**src/pkg/raddr_fifo_pkg.sv**
```systemverilog
// Purpose: Constants and types for the read address channel FIFO
// Assumes: Single clock, 16-word store, SECDED over the address word
// Notes:   Register offsets are byte addresses on the Avalon-MM port
package raddr_fifo_pkg;

    localparam int ADDR_W   = 32;
    localparam int PROT_W   = 4;
    localparam int DEPTH    = 16;
    localparam int PTR_W    = 4;
    localparam int LVL_W    = PTR_W + 1;
    localparam int THR_W    = PTR_W - 1;
    localparam int DATA_W   = ADDR_W + PROT_W;
    localparam int PAR_W    = 6;
    localparam int CW_W     = DATA_W + PAR_W + 1;
    localparam int EV_W     = 4;

    // Event bit positions, shared by status, enable and clear
    localparam int EV_WR_REFUSED = 0;
    localparam int EV_RD_REFUSED = 1;
    localparam int EV_SINGLE     = 2;
    localparam int EV_DOUBLE     = 3;

    // Codeword positions flipped by injection
    localparam int INJ_POS_A = 3;
    localparam int INJ_POS_B = 5;

    localparam logic [4:0] REG_CTRL    = 5'h00;
    localparam logic [4:0] REG_STATUS  = 5'h04;
    localparam logic [4:0] REG_IRQ_EN  = 5'h08;
    localparam logic [4:0] REG_IRQ_CLR = 5'h0C;
    localparam logic [4:0] REG_LEVEL   = 5'h10;

    localparam int CTRL_ECC_EN_BIT = 0;
    localparam int LEVEL_FULL_LSB  = 8;
    localparam int LEVEL_EMPTY_LSB = 16;

    localparam logic            RST_ECC_EN  = 1'b1;
    localparam logic [EV_W-1:0] RST_IRQ_EN  = 4'h0;
    localparam logic            RST_AEMPTY  = 1'b1;
    localparam logic            RST_WAITREQ = 1'b1;

    typedef struct packed {
        logic [ADDR_W-1:0] addr;
        logic [PROT_W-1:0] prot;
    } ar_payload_type;

    typedef struct packed {
        ar_payload_type payload;
        logic           single;
        logic           double;
    } ecc_result_type;

endpackage

```
**src/verilog/raddr_fifo.sv**
```systemverilog
// Purpose: Read address channel FIFO with ECC, levels and flags
// Assumes: One clock; threshold inputs only change while rst is high
// Notes:   Registers over Avalon-MM, one wait state on every access
`timescale 1ns/1ps

// Notes on behaviour
// RULE1: With ECC on, an injected single error flips one stored codeword bit.
// RULE2: With ECC on, an injected double error flips two stored codeword bits.
// RULE3: The single error flag marks a word whose one-bit error was corrected.
// RULE4: The double error flag marks a word with an uncorrectable two-bit error.
// RULE5: A write refused while full raises the write refused flag next cycle, storage intact.
// RULE6: Writes are held off while full; the flag still rises for each cycle valid is held high against that.
// RULE7: The write-side level never under-reports the words held and is five bits.
// RULE8: A write shows in the write-side level only from the following edge.
// RULE9: A read refused while empty raises the read refused flag next cycle, storage intact.
// RULE10: Reads are held off while empty; the flag still rises for each cycle ready is high on an empty FIFO.
// RULE11: The read-side level never over-reports readable words and is five bits.
// RULE12: A read shows in the read-side level only from the following edge.
// RULE13: A single five-bit level reports the words stored.
// RULE14: Almost full is high while the level is at or above the full threshold.
// RULE15: Almost empty is high while the level is at or below the empty threshold.
// RULE16: The thresholds are three bits and change only while the FIFO is in reset.
// RULE17: Injection is sampled with the accepted write; error flags travel with the word.
module raddr_fifo
    import raddr_fifo_pkg::*;
(
    input  wire logic              clk_sys,
    input  wire logic              rst,
    // Upstream read address channel
    input  wire logic [ADDR_W-1:0] s_axi_araddr,
    input  wire logic [PROT_W-1:0] s_axi_arprot,
    input  wire logic              s_axi_arvalid,
    output logic                   s_axi_arready,
    // Downstream read address channel
    output logic      [ADDR_W-1:0] m_axi_araddr,
    output logic      [PROT_W-1:0] m_axi_arprot,
    output logic                   m_axi_arvalid,
    input  wire logic              m_axi_arready,
    // Error injection, taken only with an accepted write
    input  wire logic              raddr_inject_single_err,
    input  wire logic              raddr_inject_double_err,
    output logic                   raddr_single_err_flag,
    output logic                   raddr_double_err_flag,
    // Refusal flags, one cycle per refused attempt
    output logic                   raddr_write_refused_flag,
    output logic                   raddr_read_refused_flag,
    // Occupancy, store plus output stage
    output logic      [LVL_W-1:0]  raddr_write_side_level,
    output logic      [LVL_W-1:0]  raddr_read_side_level,
    output logic      [LVL_W-1:0]  raddr_common_level,
    output logic                   raddr_almost_full_flag,
    output logic                   raddr_almost_empty_flag,
    // Thresholds, not re-read safely outside reset
    input  wire logic [THR_W-1:0]  raddr_full_threshold,
    input  wire logic [THR_W-1:0]  raddr_empty_threshold,
    // Register bus
    input  wire logic [4:0]        avs_address,
    input  wire logic              avs_read,
    input  wire logic              avs_write,
    input  wire logic [3:0]        avs_byteenable,
    input  wire logic [31:0]       avs_writedata,
    output logic      [31:0]       avs_readdata,
    output logic                   avs_waitrequest,
    output logic                   irq
);

    typedef struct packed {
        // Store and occupancy
        logic [DEPTH-1:0][CW_W-1:0] mem;
        logic [PTR_W-1:0]           wr_ptr;
        logic [PTR_W-1:0]           rd_ptr;
        logic [LVL_W-1:0]           mem_cnt;
        logic [LVL_W-1:0]           level;
        logic                       s_ready;
        // Output stage and the flags of its word
        ar_payload_type             m_payload;
        logic                       m_valid;
        logic                       single;
        logic                       double;
        // Status flags
        logic                       wr_refused;
        logic                       rd_refused;
        logic                       afull;
        logic                       aempty;
        // Register bank
        logic                       ecc_en;
        logic [EV_W-1:0]            ev_status;
        logic [EV_W-1:0]            ev_enable;
        logic                       irq;
        logic                       waitreq;
        logic [31:0]                rdata;
    } state_type;

    state_type state_q;
    state_type state_d;

    ////////////////////////////////////////////////////////////////////////////
    // SECDED: Hamming positions 1..42, overall parity in bit 0

    function automatic logic [CW_W-1:0] ecc_encode(input ar_payload_type din);
        logic [CW_W-1:0]   cw;
        logic [DATA_W-1:0] raw;
        logic [PAR_W-1:0]  syn;
        int                j;
        cw  = '0;
        raw = din;
        syn = '0;
        j   = 0;
        for (int p = 1; p < CW_W; p++) begin
            if ((p & (p - 1)) != 0) begin
                cw[p] = raw[j];
                j++;
            end
        end
        for (int p = 1; p < CW_W; p++) begin
            if (cw[p]) begin
                syn = syn ^ PAR_W'(p);
            end
        end
        for (int i = 0; i < PAR_W; i++) begin
            cw[1 << i] = syn[i];
        end
        cw[0] = ^cw[CW_W-1:1];
        return cw;
    endfunction

    function automatic ecc_result_type ecc_decode(input logic [CW_W-1:0] cw_in,
                                                  input logic            ecc_on);
        logic [CW_W-1:0]   cw;
        logic [DATA_W-1:0] raw;
        logic [PAR_W-1:0]  syn;
        logic              par;
        ecc_result_type    res;
        int                j;
        cw  = cw_in;
        raw = '0;
        syn = '0;
        par = ^cw_in;
        res = '0;
        j   = 0;
        for (int p = 1; p < CW_W; p++) begin
            if (cw[p]) begin
                syn = syn ^ PAR_W'(p);
            end
        end
        // ECC off: flags stay low and the stored bits pass as they are
        if (ecc_on) begin
            if (par) begin
                // Odd parity: one flipped bit, syndrome points at it
                res.single = 1'b1; // RULE3
                if (syn != '0 && int'(syn) < CW_W) begin
                    cw[syn] = ~cw[syn];
                end
            end else if (syn != '0) begin
                res.double = 1'b1; // RULE4
            end
        end
        for (int p = 1; p < CW_W; p++) begin
            if ((p & (p - 1)) != 0) begin
                raw[j] = cw[p];
                j++;
            end
        end
        res.payload = raw;
        return res;
    endfunction

    ////////////////////////////////////////////////////////////////////////////
    // Next state

    always_comb begin
        logic              push;
        logic              pop;
        logic              out_free;
        logic              acc;
        logic [CW_W-1:0]   wcw;
        ecc_result_type    dec;
        ar_payload_type    win;
        logic [EV_W-1:0]   ev_set;
        logic [LVL_W-1:0]  full_thr;
        logic [LVL_W-1:0]  empty_thr;
        logic [31:0]       rd;
        push      = 1'b0;
        pop       = 1'b0;
        out_free  = 1'b0;
        acc       = 1'b0;
        wcw       = '0;
        dec       = '0;
        win       = '0;
        ev_set    = '0;
        full_thr  = '0;
        empty_thr = '0;
        rd        = '0;
        state_d   = state_q;

        ////////////////////////////////////////////////////////////////////////
        // Read side

        // Output stage drains on the downstream handshake
        if (state_q.m_valid && m_axi_arready) begin
            state_d.m_valid = 1'b0;
            state_d.single  = 1'b0; // RULE17
            state_d.double  = 1'b0; // RULE17
        end

        // Only fetch when the stage is free and the store count is nonzero, so reads never meet an empty store
        out_free = !state_q.m_valid || m_axi_arready;
        pop      = (state_q.mem_cnt != '0) && out_free; // RULE10
        if (pop) begin
            dec               = ecc_decode(state_q.mem[state_q.rd_ptr], state_q.ecc_en);
            state_d.m_payload = dec.payload;
            state_d.m_valid   = 1'b1;
            state_d.single    = dec.single; // RULE3 RULE17
            state_d.double    = dec.double; // RULE4 RULE17
            state_d.rd_ptr    = state_q.rd_ptr + 1'b1;
            ev_set[EV_SINGLE] = dec.single;
            ev_set[EV_DOUBLE] = dec.double;
        end

        ////////////////////////////////////////////////////////////////////////
        // Write side

        // Ready already excludes a full store, so no write can overrun it
        push = s_axi_arvalid && state_q.s_ready; // RULE6
        if (push) begin
            win.addr = s_axi_araddr;
            win.prot = s_axi_arprot;
            wcw      = ecc_encode(win);
            if (state_q.ecc_en && raddr_inject_double_err) begin
                wcw[INJ_POS_A] = ~wcw[INJ_POS_A]; // RULE2 RULE17
                wcw[INJ_POS_B] = ~wcw[INJ_POS_B]; // RULE2
            end else if (state_q.ecc_en && raddr_inject_single_err) begin
                wcw[INJ_POS_A] = ~wcw[INJ_POS_A]; // RULE1 RULE17
            end
            state_d.mem[state_q.wr_ptr] = wcw;
            state_d.wr_ptr              = state_q.wr_ptr + 1'b1;
        end

        ////////////////////////////////////////////////////////////////////////
        // Levels and flags

        // Push and pop in one cycle leave the count unchanged
        state_d.mem_cnt = state_q.mem_cnt + LVL_W'(push) - LVL_W'(pop);

        // Level counts the store plus the output stage, registered
        state_d.level   = state_d.mem_cnt + LVL_W'(state_d.m_valid); // RULE7 RULE11 RULE13
        state_d.s_ready = state_d.level < LVL_W'(DEPTH);

        full_thr      = LVL_W'(raddr_full_threshold); // RULE16
        empty_thr     = LVL_W'(raddr_empty_threshold); // RULE16
        state_d.afull  = state_d.level >= full_thr; // RULE14
        state_d.aempty = state_d.level <= empty_thr; // RULE15

        // Refused attempts leave pointers and storage untouched
        state_d.wr_refused = s_axi_arvalid && !state_q.s_ready; // RULE5
        state_d.rd_refused = m_axi_arready && !state_q.m_valid
                             && (state_q.mem_cnt == '0); // RULE9
        ev_set[EV_WR_REFUSED] = state_d.wr_refused;
        ev_set[EV_RD_REFUSED] = state_d.rd_refused;

        ////////////////////////////////////////////////////////////////////////
        // Register access: one wait state, then the answer edge

        acc             = (avs_read || avs_write) && state_q.waitreq;
        state_d.waitreq = !acc;
        if (avs_write && !state_q.waitreq && avs_byteenable[0]) begin
            case (avs_address)
                REG_CTRL: begin
                    state_d.ecc_en = avs_writedata[CTRL_ECC_EN_BIT];
                end
                REG_IRQ_EN: begin
                    state_d.ev_enable = avs_writedata[EV_W-1:0];
                end
                REG_IRQ_CLR: begin
                    state_d.ev_status = state_q.ev_status & ~avs_writedata[EV_W-1:0];
                end
                default: begin
                end
            endcase
        end

        // New events win over a clear in the same cycle
        state_d.ev_status = state_d.ev_status | ev_set;
        state_d.irq       = |(state_d.ev_status & state_d.ev_enable);

        if (acc && avs_read) begin
            case (avs_address)
                REG_CTRL: begin
                    rd[CTRL_ECC_EN_BIT] = state_q.ecc_en;
                end
                REG_STATUS: begin
                    rd[EV_W-1:0] = state_q.ev_status;
                end
                REG_IRQ_EN: begin
                    rd[EV_W-1:0] = state_q.ev_enable;
                end
                REG_LEVEL: begin
                    rd[LVL_W-1:0]                         = state_q.level;
                    rd[LEVEL_FULL_LSB +: THR_W]           = raddr_full_threshold;
                    rd[LEVEL_EMPTY_LSB +: THR_W]          = raddr_empty_threshold;
                end
                default: begin
                    rd = '0;
                end
            endcase
            state_d.rdata = rd;
        end
    end

    ////////////////////////////////////////////////////////////////////////////
    // State register

    always_ff @(posedge clk_sys) begin
        if (rst) begin
            state_q           <= '0;
            state_q.ecc_en    <= RST_ECC_EN;
            state_q.ev_enable <= RST_IRQ_EN;
            state_q.aempty    <= RST_AEMPTY;
            state_q.waitreq   <= RST_WAITREQ;
        end else begin
            state_q <= state_d;
        end
    end

    ////////////////////////////////////////////////////////////////////////////
    // Outputs, all straight from the state register

    assign s_axi_arready            = state_q.s_ready;
    assign m_axi_araddr             = state_q.m_payload.addr;
    assign m_axi_arprot             = state_q.m_payload.prot;
    assign m_axi_arvalid            = state_q.m_valid;
    assign raddr_single_err_flag    = state_q.single;
    assign raddr_double_err_flag    = state_q.double;
    assign raddr_write_refused_flag = state_q.wr_refused;
    assign raddr_read_refused_flag  = state_q.rd_refused;
    // One clock: both sides see the same registered level
    assign raddr_write_side_level   = state_q.level; // RULE8
    assign raddr_read_side_level    = state_q.level; // RULE12
    assign raddr_common_level       = state_q.level;
    assign raddr_almost_full_flag   = state_q.afull;
    assign raddr_almost_empty_flag  = state_q.aempty;
    assign avs_readdata             = state_q.rdata;
    assign avs_waitrequest          = state_q.waitreq;
    assign irq                      = state_q.irq;

endmodule

```
**config.mk**
```make
export PLATFORM = sky130hd
export DESIGN_NAME = raddr_fifo
export DESIGN_NICKNAME = d
export VERILOG_FILES = /design/src/pkg/raddr_fifo_pkg.sv /design/src/verilog/raddr_fifo.sv
export SDC_FILE = /design/constraint.sdc
export NUM_CORES = 2
export LEC_CHECK = 0
export BUFFER_PORTS_ARGS = -buffer_cell sky130_fd_sc_hd__buf_2
export CAP_MARGIN = 20
export CORE_AREA = 3 3 383 385
export DETAILED_ROUTE_END_ITERATION = 10
export DIE_AREA = 0 0 386 388
export PLACE_DENSITY = 0.44
export SKIP_LAST_GASP = 1
export SLEW_MARGIN = 20
export SYNTH_ARGS = -nofsm -noshare
export SYNTH_HDL_FRONTEND = slang
export SYNTH_SLANG_ARGS = --single-unit
```
**constraint.sdc**
```tcl
create_clock -name clk_sys -period 4.25 [get_ports clk_sys]
set_clock_uncertainty 0.1 [all_clocks]
set_input_delay 0.6375 -clock clk_sys [delete_from_list [all_inputs] [get_ports clk_sys]]
set_output_delay 0.6375 -clock clk_sys [all_outputs]
set_load 0.1 [all_outputs]
```
---- After elaboration in Yosys (flattened, before gate mapping) ----
Index checks and enable logic that the tools add are counted.
cells by class
  add/subtract/negate cells ............... 73
  magnitude comparators ................... 114
  equality and inequality tests ........... 4
  mux-type cells .......................... 541
  bitwise gates (word level) .............. 83
  reductions and logical operators ........ 65
operator list
  cell                                                                                   number
  32-bit by 8-bit < comparator with 1-bit output (second input constant)                 70
  32-bit two-way mux                                                                     70
  32-bit by 2-bit adder with 32-bit output (second input constant)                       68
  36-bit bitwise mux                                                                     35
  36-bit two-way mux                                                                     34
  32-bit by 1-bit greater-or-equal comparator with 1-bit output (second input constant)  35
  688-bit bitwise mux                                                                    1
  6-bit two-way mux                                                                      99
  43-bit two-way mux                                                                     6
  1-bit binary-select mux with 6-bit select                                              36
  1-bit demux with 6-bit select                                                          36
  43-bit binary-select mux with 4-bit select                                             1
  43-bit demux with 4-bit select                                                         1
  5-bit two-way mux                                                                      31
  1-bit two-way mux                                                                      154
  3-bit inverter                                                                         30
  4-bit two-way mux                                                                      17
  2-bit inverter                                                                         27
  4-bit inverter                                                                         13
  1-bit logical AND                                                                      50
  43-bit bitwise mux                                                                     1
  43-bit XOR reduction                                                                   1
  42-bit XOR reduction                                                                   1
  3-bit two-way mux                                                                      11
  other kinds (30)                                                                       52
word-level totals
  flip-flop bits (word level) ............. 772
  input port bits ......................... 91
  output and inout bits ................... 93
  logic and storage cells ................. 916

---- Logic depth before layout (Yosys ltp) ----
  depth in word-level cells ............... 206
  depth in mapped cells ................... 22
  depth with buffers taken out ............ 16

---- Worst setup path after synthesis ----
No wires, ideal clock.
  kind .................................... register to register
  from .................................... reg state_q[97] (netlist bit)
  to ...................................... reg state_q, in the netlist m_axi_araddr[7]
  library setup time ...................... 0.117 ns
  data arrival time ....................... 4.502 ns
  path slack .............................. -0.470 ns
  stages on the path, launching flop included .. 18
  buffers on the path ..................... 6
  clock period less this slack ............ 4.720 ns
  path through ............................ dfxtp_1 > buf_6 > buf_6 > buf_6 > buf_2 > buf_4 > mux4_2 > mux4_2 > xnor2_1 > xnor2_1 > xnor3_1 > xnor2_1 > or2_2 > or3b_1 > nor2_1 > buf_4 > nand3_1 > a32o_1
on the way
  cells in the longest elaborated chain, start to end .. 184
  elaborated cells on any way between the ends .. 208
  classes of those cells .................. order compare (3); mux (164); bitwise (37); reduce/logical (4)
RTL lines
  element                                       line               source
  start, declared                               raddr_fifo.sv:94   state_type state_q;
  start signal, assigned                        raddr_fifo.sv:321  state_q <= state_d;
  43-bit binary-select mux with 4-bit select *  raddr_fifo.sv:210  dec = ecc_decode(state_q.mem[state_q.rd_ptr], state_q.ecc_en);
  43-bit two-way mux (not written as such) *    raddr_fifo.sv:210
  1-bit two-way mux                             raddr_fifo.sv:142  if (cw[p]) begin
  6-bit two-way mux                             raddr_fifo.sv:209  if (pop) begin
  2-bit two-way mux                             raddr_fifo.sv:142
  6-bit two-way mux                             raddr_fifo.sv:209
  2-bit inverter (no source line)               n/a
  2-bit two-way mux                             raddr_fifo.sv:142
  (+168 left out)                               n/a
  36-bit two-way mux                            raddr_fifo.sv:209
  36-bit bitwise mux                            raddr_fifo.sv:160  raw[j] = cw[p];
  36-bit two-way mux                            raddr_fifo.sv:209
  36-bit bitwise mux                            raddr_fifo.sv:160
  36-bit two-way mux                            raddr_fifo.sv:209
  36-bit bitwise mux                            raddr_fifo.sv:160
  36-bit two-way mux                            raddr_fifo.sv:209
  36-bit bitwise mux *                          raddr_fifo.sv:160
Mark *: on every way between the ends. The rest lies on a longest branch, timed or not. The select of a mux whose other input is x is not followed.
A chain may end at the register's enable or synchronous reset.

---- Worst setup path in the final report ----
  from .................................... reg state_q[97] (netlist bit)
  to ...................................... reg state_q, in the netlist m_axi_araddr[28]
Same word-level chain as after synthesis.

==> flow_metrics.tcl <==
set metrics [dict create \
    status "finished with violations" \
    violations "negative setup slack" \
    ir_drop_v 0.0007745 \
    clock_latency_ps 690 \
    p_leak_nw 15.55 \
    pin_count 184 \
    async_flop_share 0 \
    grt_max_degree 200 \
    regToRegSetupSlack_ps -420 \
    use_met1 0.2557 \
    worstPathCellList "buf_12, clkbuf_16, mux4_2, mux4_2, buf_6, xnor2_4, xnor2_2, xor3_2, buf_6, xnor2_4, nor2_2, nor2_1, o221a_2, o31ai_4, clkbuf_16, a41oi_1" \
    rsz0062_at_grt "yes" \
    syn2layout_area_growth_pct 24.57 \
    vias_per_cell 4.830 \
    max_freq_mhz 214.3 \
    grt.overflow.total 0 \
    final_area_mm2 0.04472 \
    use_met3 0.04220 \
    tightest_slew_ps 1179 \
    cp-start-kind "flip-flop" \
    cp_slowest_cell "mux4_2" \
    rr_startpoint "state_q[97]" \
    routedWlPerCell_um 22.29 \
    synthesis.area_mm2 0.03590 \
    die_area_mm2 0.1498 \
    crit_required_ps 4670 \
    min_from "avs_read" \
    startpoint "state_q[97]" \
    crit_fanout 7 \
    grtUsageTotal 0.1805 \
    cts_sinks 772 \
    max_stage_delay_ps 670 \
    htreeDepth 3 \
    ys_warn_count 0 \
    clockBufferDepth 3 \
    netlist-cell-type-count 87 \
    rr_worst_depth 16 \
    clk_pin_slew_ps 60 \
    yosysSeqAreaShare 0.4305 \
    root_buffer "clkbuf_16" \
    critical_path_class "reg -> reg" \
    r2r_end "m_axi_araddr[28]" \
    cap_violations 0 \
    synthCells 4140 \
    cp.arrival_ps 5090 \
    finalWorstSetupSlack_ps -415.9 \
    min_path_type "in -> reg" \
    dpl.hpwl_um 87040 \
    grt.busiest_layer "met2" \
    die_width_um 386 \
    yosys_register_bits 772 \
    relSlewSlack 0.2112 \
    fin_nets 4447 \
    synthFlopType "dfxtp_1" \
    dpl_cell_area_mm2 0.04004 \
    fin_crit_sh 1.098 \
    start_util 0.2502 \
    setup_viol 40 \
    synth_area_per_cell_um2 8.672 \
    min_period_ps 4666 \
    die_h_um 388 \
    port_buffers 131 \
    firstDrtPassIters 5 \
    synth_edf_count 0 \
    hold_depth 2 \
    drive_gt1_frac 0.2341 \
    routed_wirelength_um 140900 \
    min_to "avs_waitrequest" \
    cts_tree "done" \
    grt_pass1_wl_um 200600 \
    worst_hold_slack_ps 78.77 \
    pre_cts_ws_ps -719.3 \
    core-area_mm2 0.1435 \
    antenna_left 0 \
    num_rows 139 \
    via_count 30540 \
    use_met2 0.2724 \
    power_density_mw_per_mm2 755.8 \
    antenna_found_initial 16 \
    post-route-drc-count 0 \
    crit_path_end_kind "flip-flop" \
    globalplace.congestion 0.8216 \
    numCtsBuffers 92 \
    grt_pass1_vias 28320 \
    finalPower_mw 33.80 \
    drt_iter0_drc 2759 \
    slew_viol_final 0 \
    final-hold-violation-count 0 \
]
-- worst max-delay path: cells and delay by family (launching register included) --
family,cells,cell delay (ps)
DFF,1,420
and+or+nand+nor,2,190
buffers and inverters,5,890
xor gates and xnor gates,4,990
AOI/OAI and AO/OA,3,700
muxes,2,1210
-- synthesized netlist by cell type, types with 3 or more instances --
cell type | n | area share
o211ai_1 | 8 | 0.0017
xnor3_2 | 3 | 0.0020
dfxtp_1 | 772 | 0.43
xnor2_1 | 113 | 0.028
and2_1 | 13 | 0.0023
clkbuf_1 | 275 | 0.029
a211o_1 | 7 | 0.0017
mux2i_1 | 21 | 0.0059
nand2_1 | 1206 | 0.13
nor2b_1 | 12 | 0.0021
buf_1 | 48 | 0.0050
a2bb2oi_1 | 4 | 0.00098
a222oi_1 | 3 | 0.00084
a22oi_1 | 56 | 0.012
xnor3_1 | 8 | 0.0050
o21ai_0 | 25 | 0.0035
a21o_1 | 3 | 0.00063
nor3_1 | 22 | 0.0031
mux4_2 | 157 | 0.098
mux4_4 | 7 | 0.0049
nand2b_1 | 6 | 0.0010
buf_12 | 4 | 0.0022
nor2_1 | 263 | 0.027
mux4_1 | 21 | 0.015
buf_2 | 22 | 0.0031
and3_1 | 7 | 0.0012
buf_4 | 100 | 0.021
buf_8 | 5 | 0.0021
a31oi_1 | 7 | 0.0012
xor2_1 | 35 | 0.0085
a21oi_1 | 617 | 0.086
a311oi_1 | 3 | 0.00073
xor3_1 | 4 | 0.0026
a211oi_1 | 115 | 0.024
or3_1 | 3 | 0.00052
nand4_1 | 3 | 0.00052
a41oi_1 | 11 | 0.0027
a22o_1 | 8 | 0.0020
ha_1 | 19 | 0.0066
xnor2_2 | 4 | 0.0018
buf_6 | 15 | 0.0047
inv_1 | 23 | 0.0024
nand3_1 | 29 | 0.0040
-- cell usage in the layout (no fill, tap or decap), drive strengths merged, types with 25 or more instances in the layout --
cell type,count
mux4,185
o21ai,27
clkbuf,143
xor2,36
nor2,265
nor3,25
a211oi,116
dfxtp,772
nand3,29
xnor2,120
buf,548
inv,27
a21oi,618
nand2,1207
a22oi,57
-- timing repair --
| action | 4_1_cts | 5_1_grt |
|---|---|---|
| endpoints found under the setup margin | 41 | 41 |
| gates resized for setup | 30 | 117 |
| hold buffers | 0 | 0 |
| pin swaps | 7 | 37 |
| gates cloned | 1 | 6 |
| setup buffers | 23 | 47 |
-- metrics by stage --
stage,setup TNS [ps],util,std cells
after floorplan,-4959,-,4160
after global placement,-23550,0.2788,6067
after detailed placement,-23480,0.2790,6068
after CTS,-9567,0.3038,6262
after global routing,-15870,0.3116,6316
final,-11110,0.3117,6323
-- state kept, by name, indices dropped and copies added (netlist names) --
register / count
avs_readdata: 11
avs_waitrequest: 1
irq: 1
m_axi_araddr: 32
m_axi_arprot: 4
m_axi_arvalid: 1
raddr_almost_empty_flag: 1
raddr_almost_full_flag: 1
raddr_common_level: 5
raddr_double_err_flag: 1
raddr_read_refused_flag: 1
raddr_single_err_flag: 1
raddr_write_refused_flag: 1
s_axi_arready: 1
state_q: 710
-- kinds of logic after synthesis --
kind of cell / count (synthesis) / synth area share
AOI/OAI and AO/OA: 893 / 0.1448
and+or+nand+nor: 1580 / 0.1723
muxes: 209 / 0.1256
DFF: 772 / 0.4305
xor gates and xnor gates: 170 / 0.04956
other: 1 / 0.0001044
buffers and inverters: 495 / 0.06998
adders and majority gates: 20 / 0.007179
-- cell type report --
cell class	instances	area, µm²
Fill cell	14920	98760
Multi-Input combinational cell	2894	18870
Sequential cell	772	15470
Timing Repair Buffer	553	4727
Clock buffer	138	2709
Tap cell	1903	2381
Clock inverter	32	461.7
Inverter	23	86.33
Antenna cell	8	20.02
-- per-layer routing --
metal	wire length [µm]	share of wire
met1	64270	0.46
met2	62190	0.44
met3	10600	0.075
met4	3829	0.027
met5	64	0.00045
-- power breakdown --
group / switching, mW / internal, mW / leakage (nW) / total [mW]
combinational: 9.74 / 7.98 / 7.75 / 17.7
sequential: 0.193 / 7.52 / 6.23 / 7.71
clock: 3.35 / 5.02 / 1.56 / 8.37
-- worst max path at each step --
stage / to / slack (ps)
2_1_floorplan: m_axi_araddr[7] / -210
3_3_place_gp: m_axi_araddr[29] / -700
3_5_place_dp: m_axi_araddr[25] / -720
4_1_cts: m_axi_araddr[25] / -290
5_1_grt: m_axi_araddr[26] / -510
6_report: m_axi_araddr[28] / -420
Power figures use the tool's default switching activity.
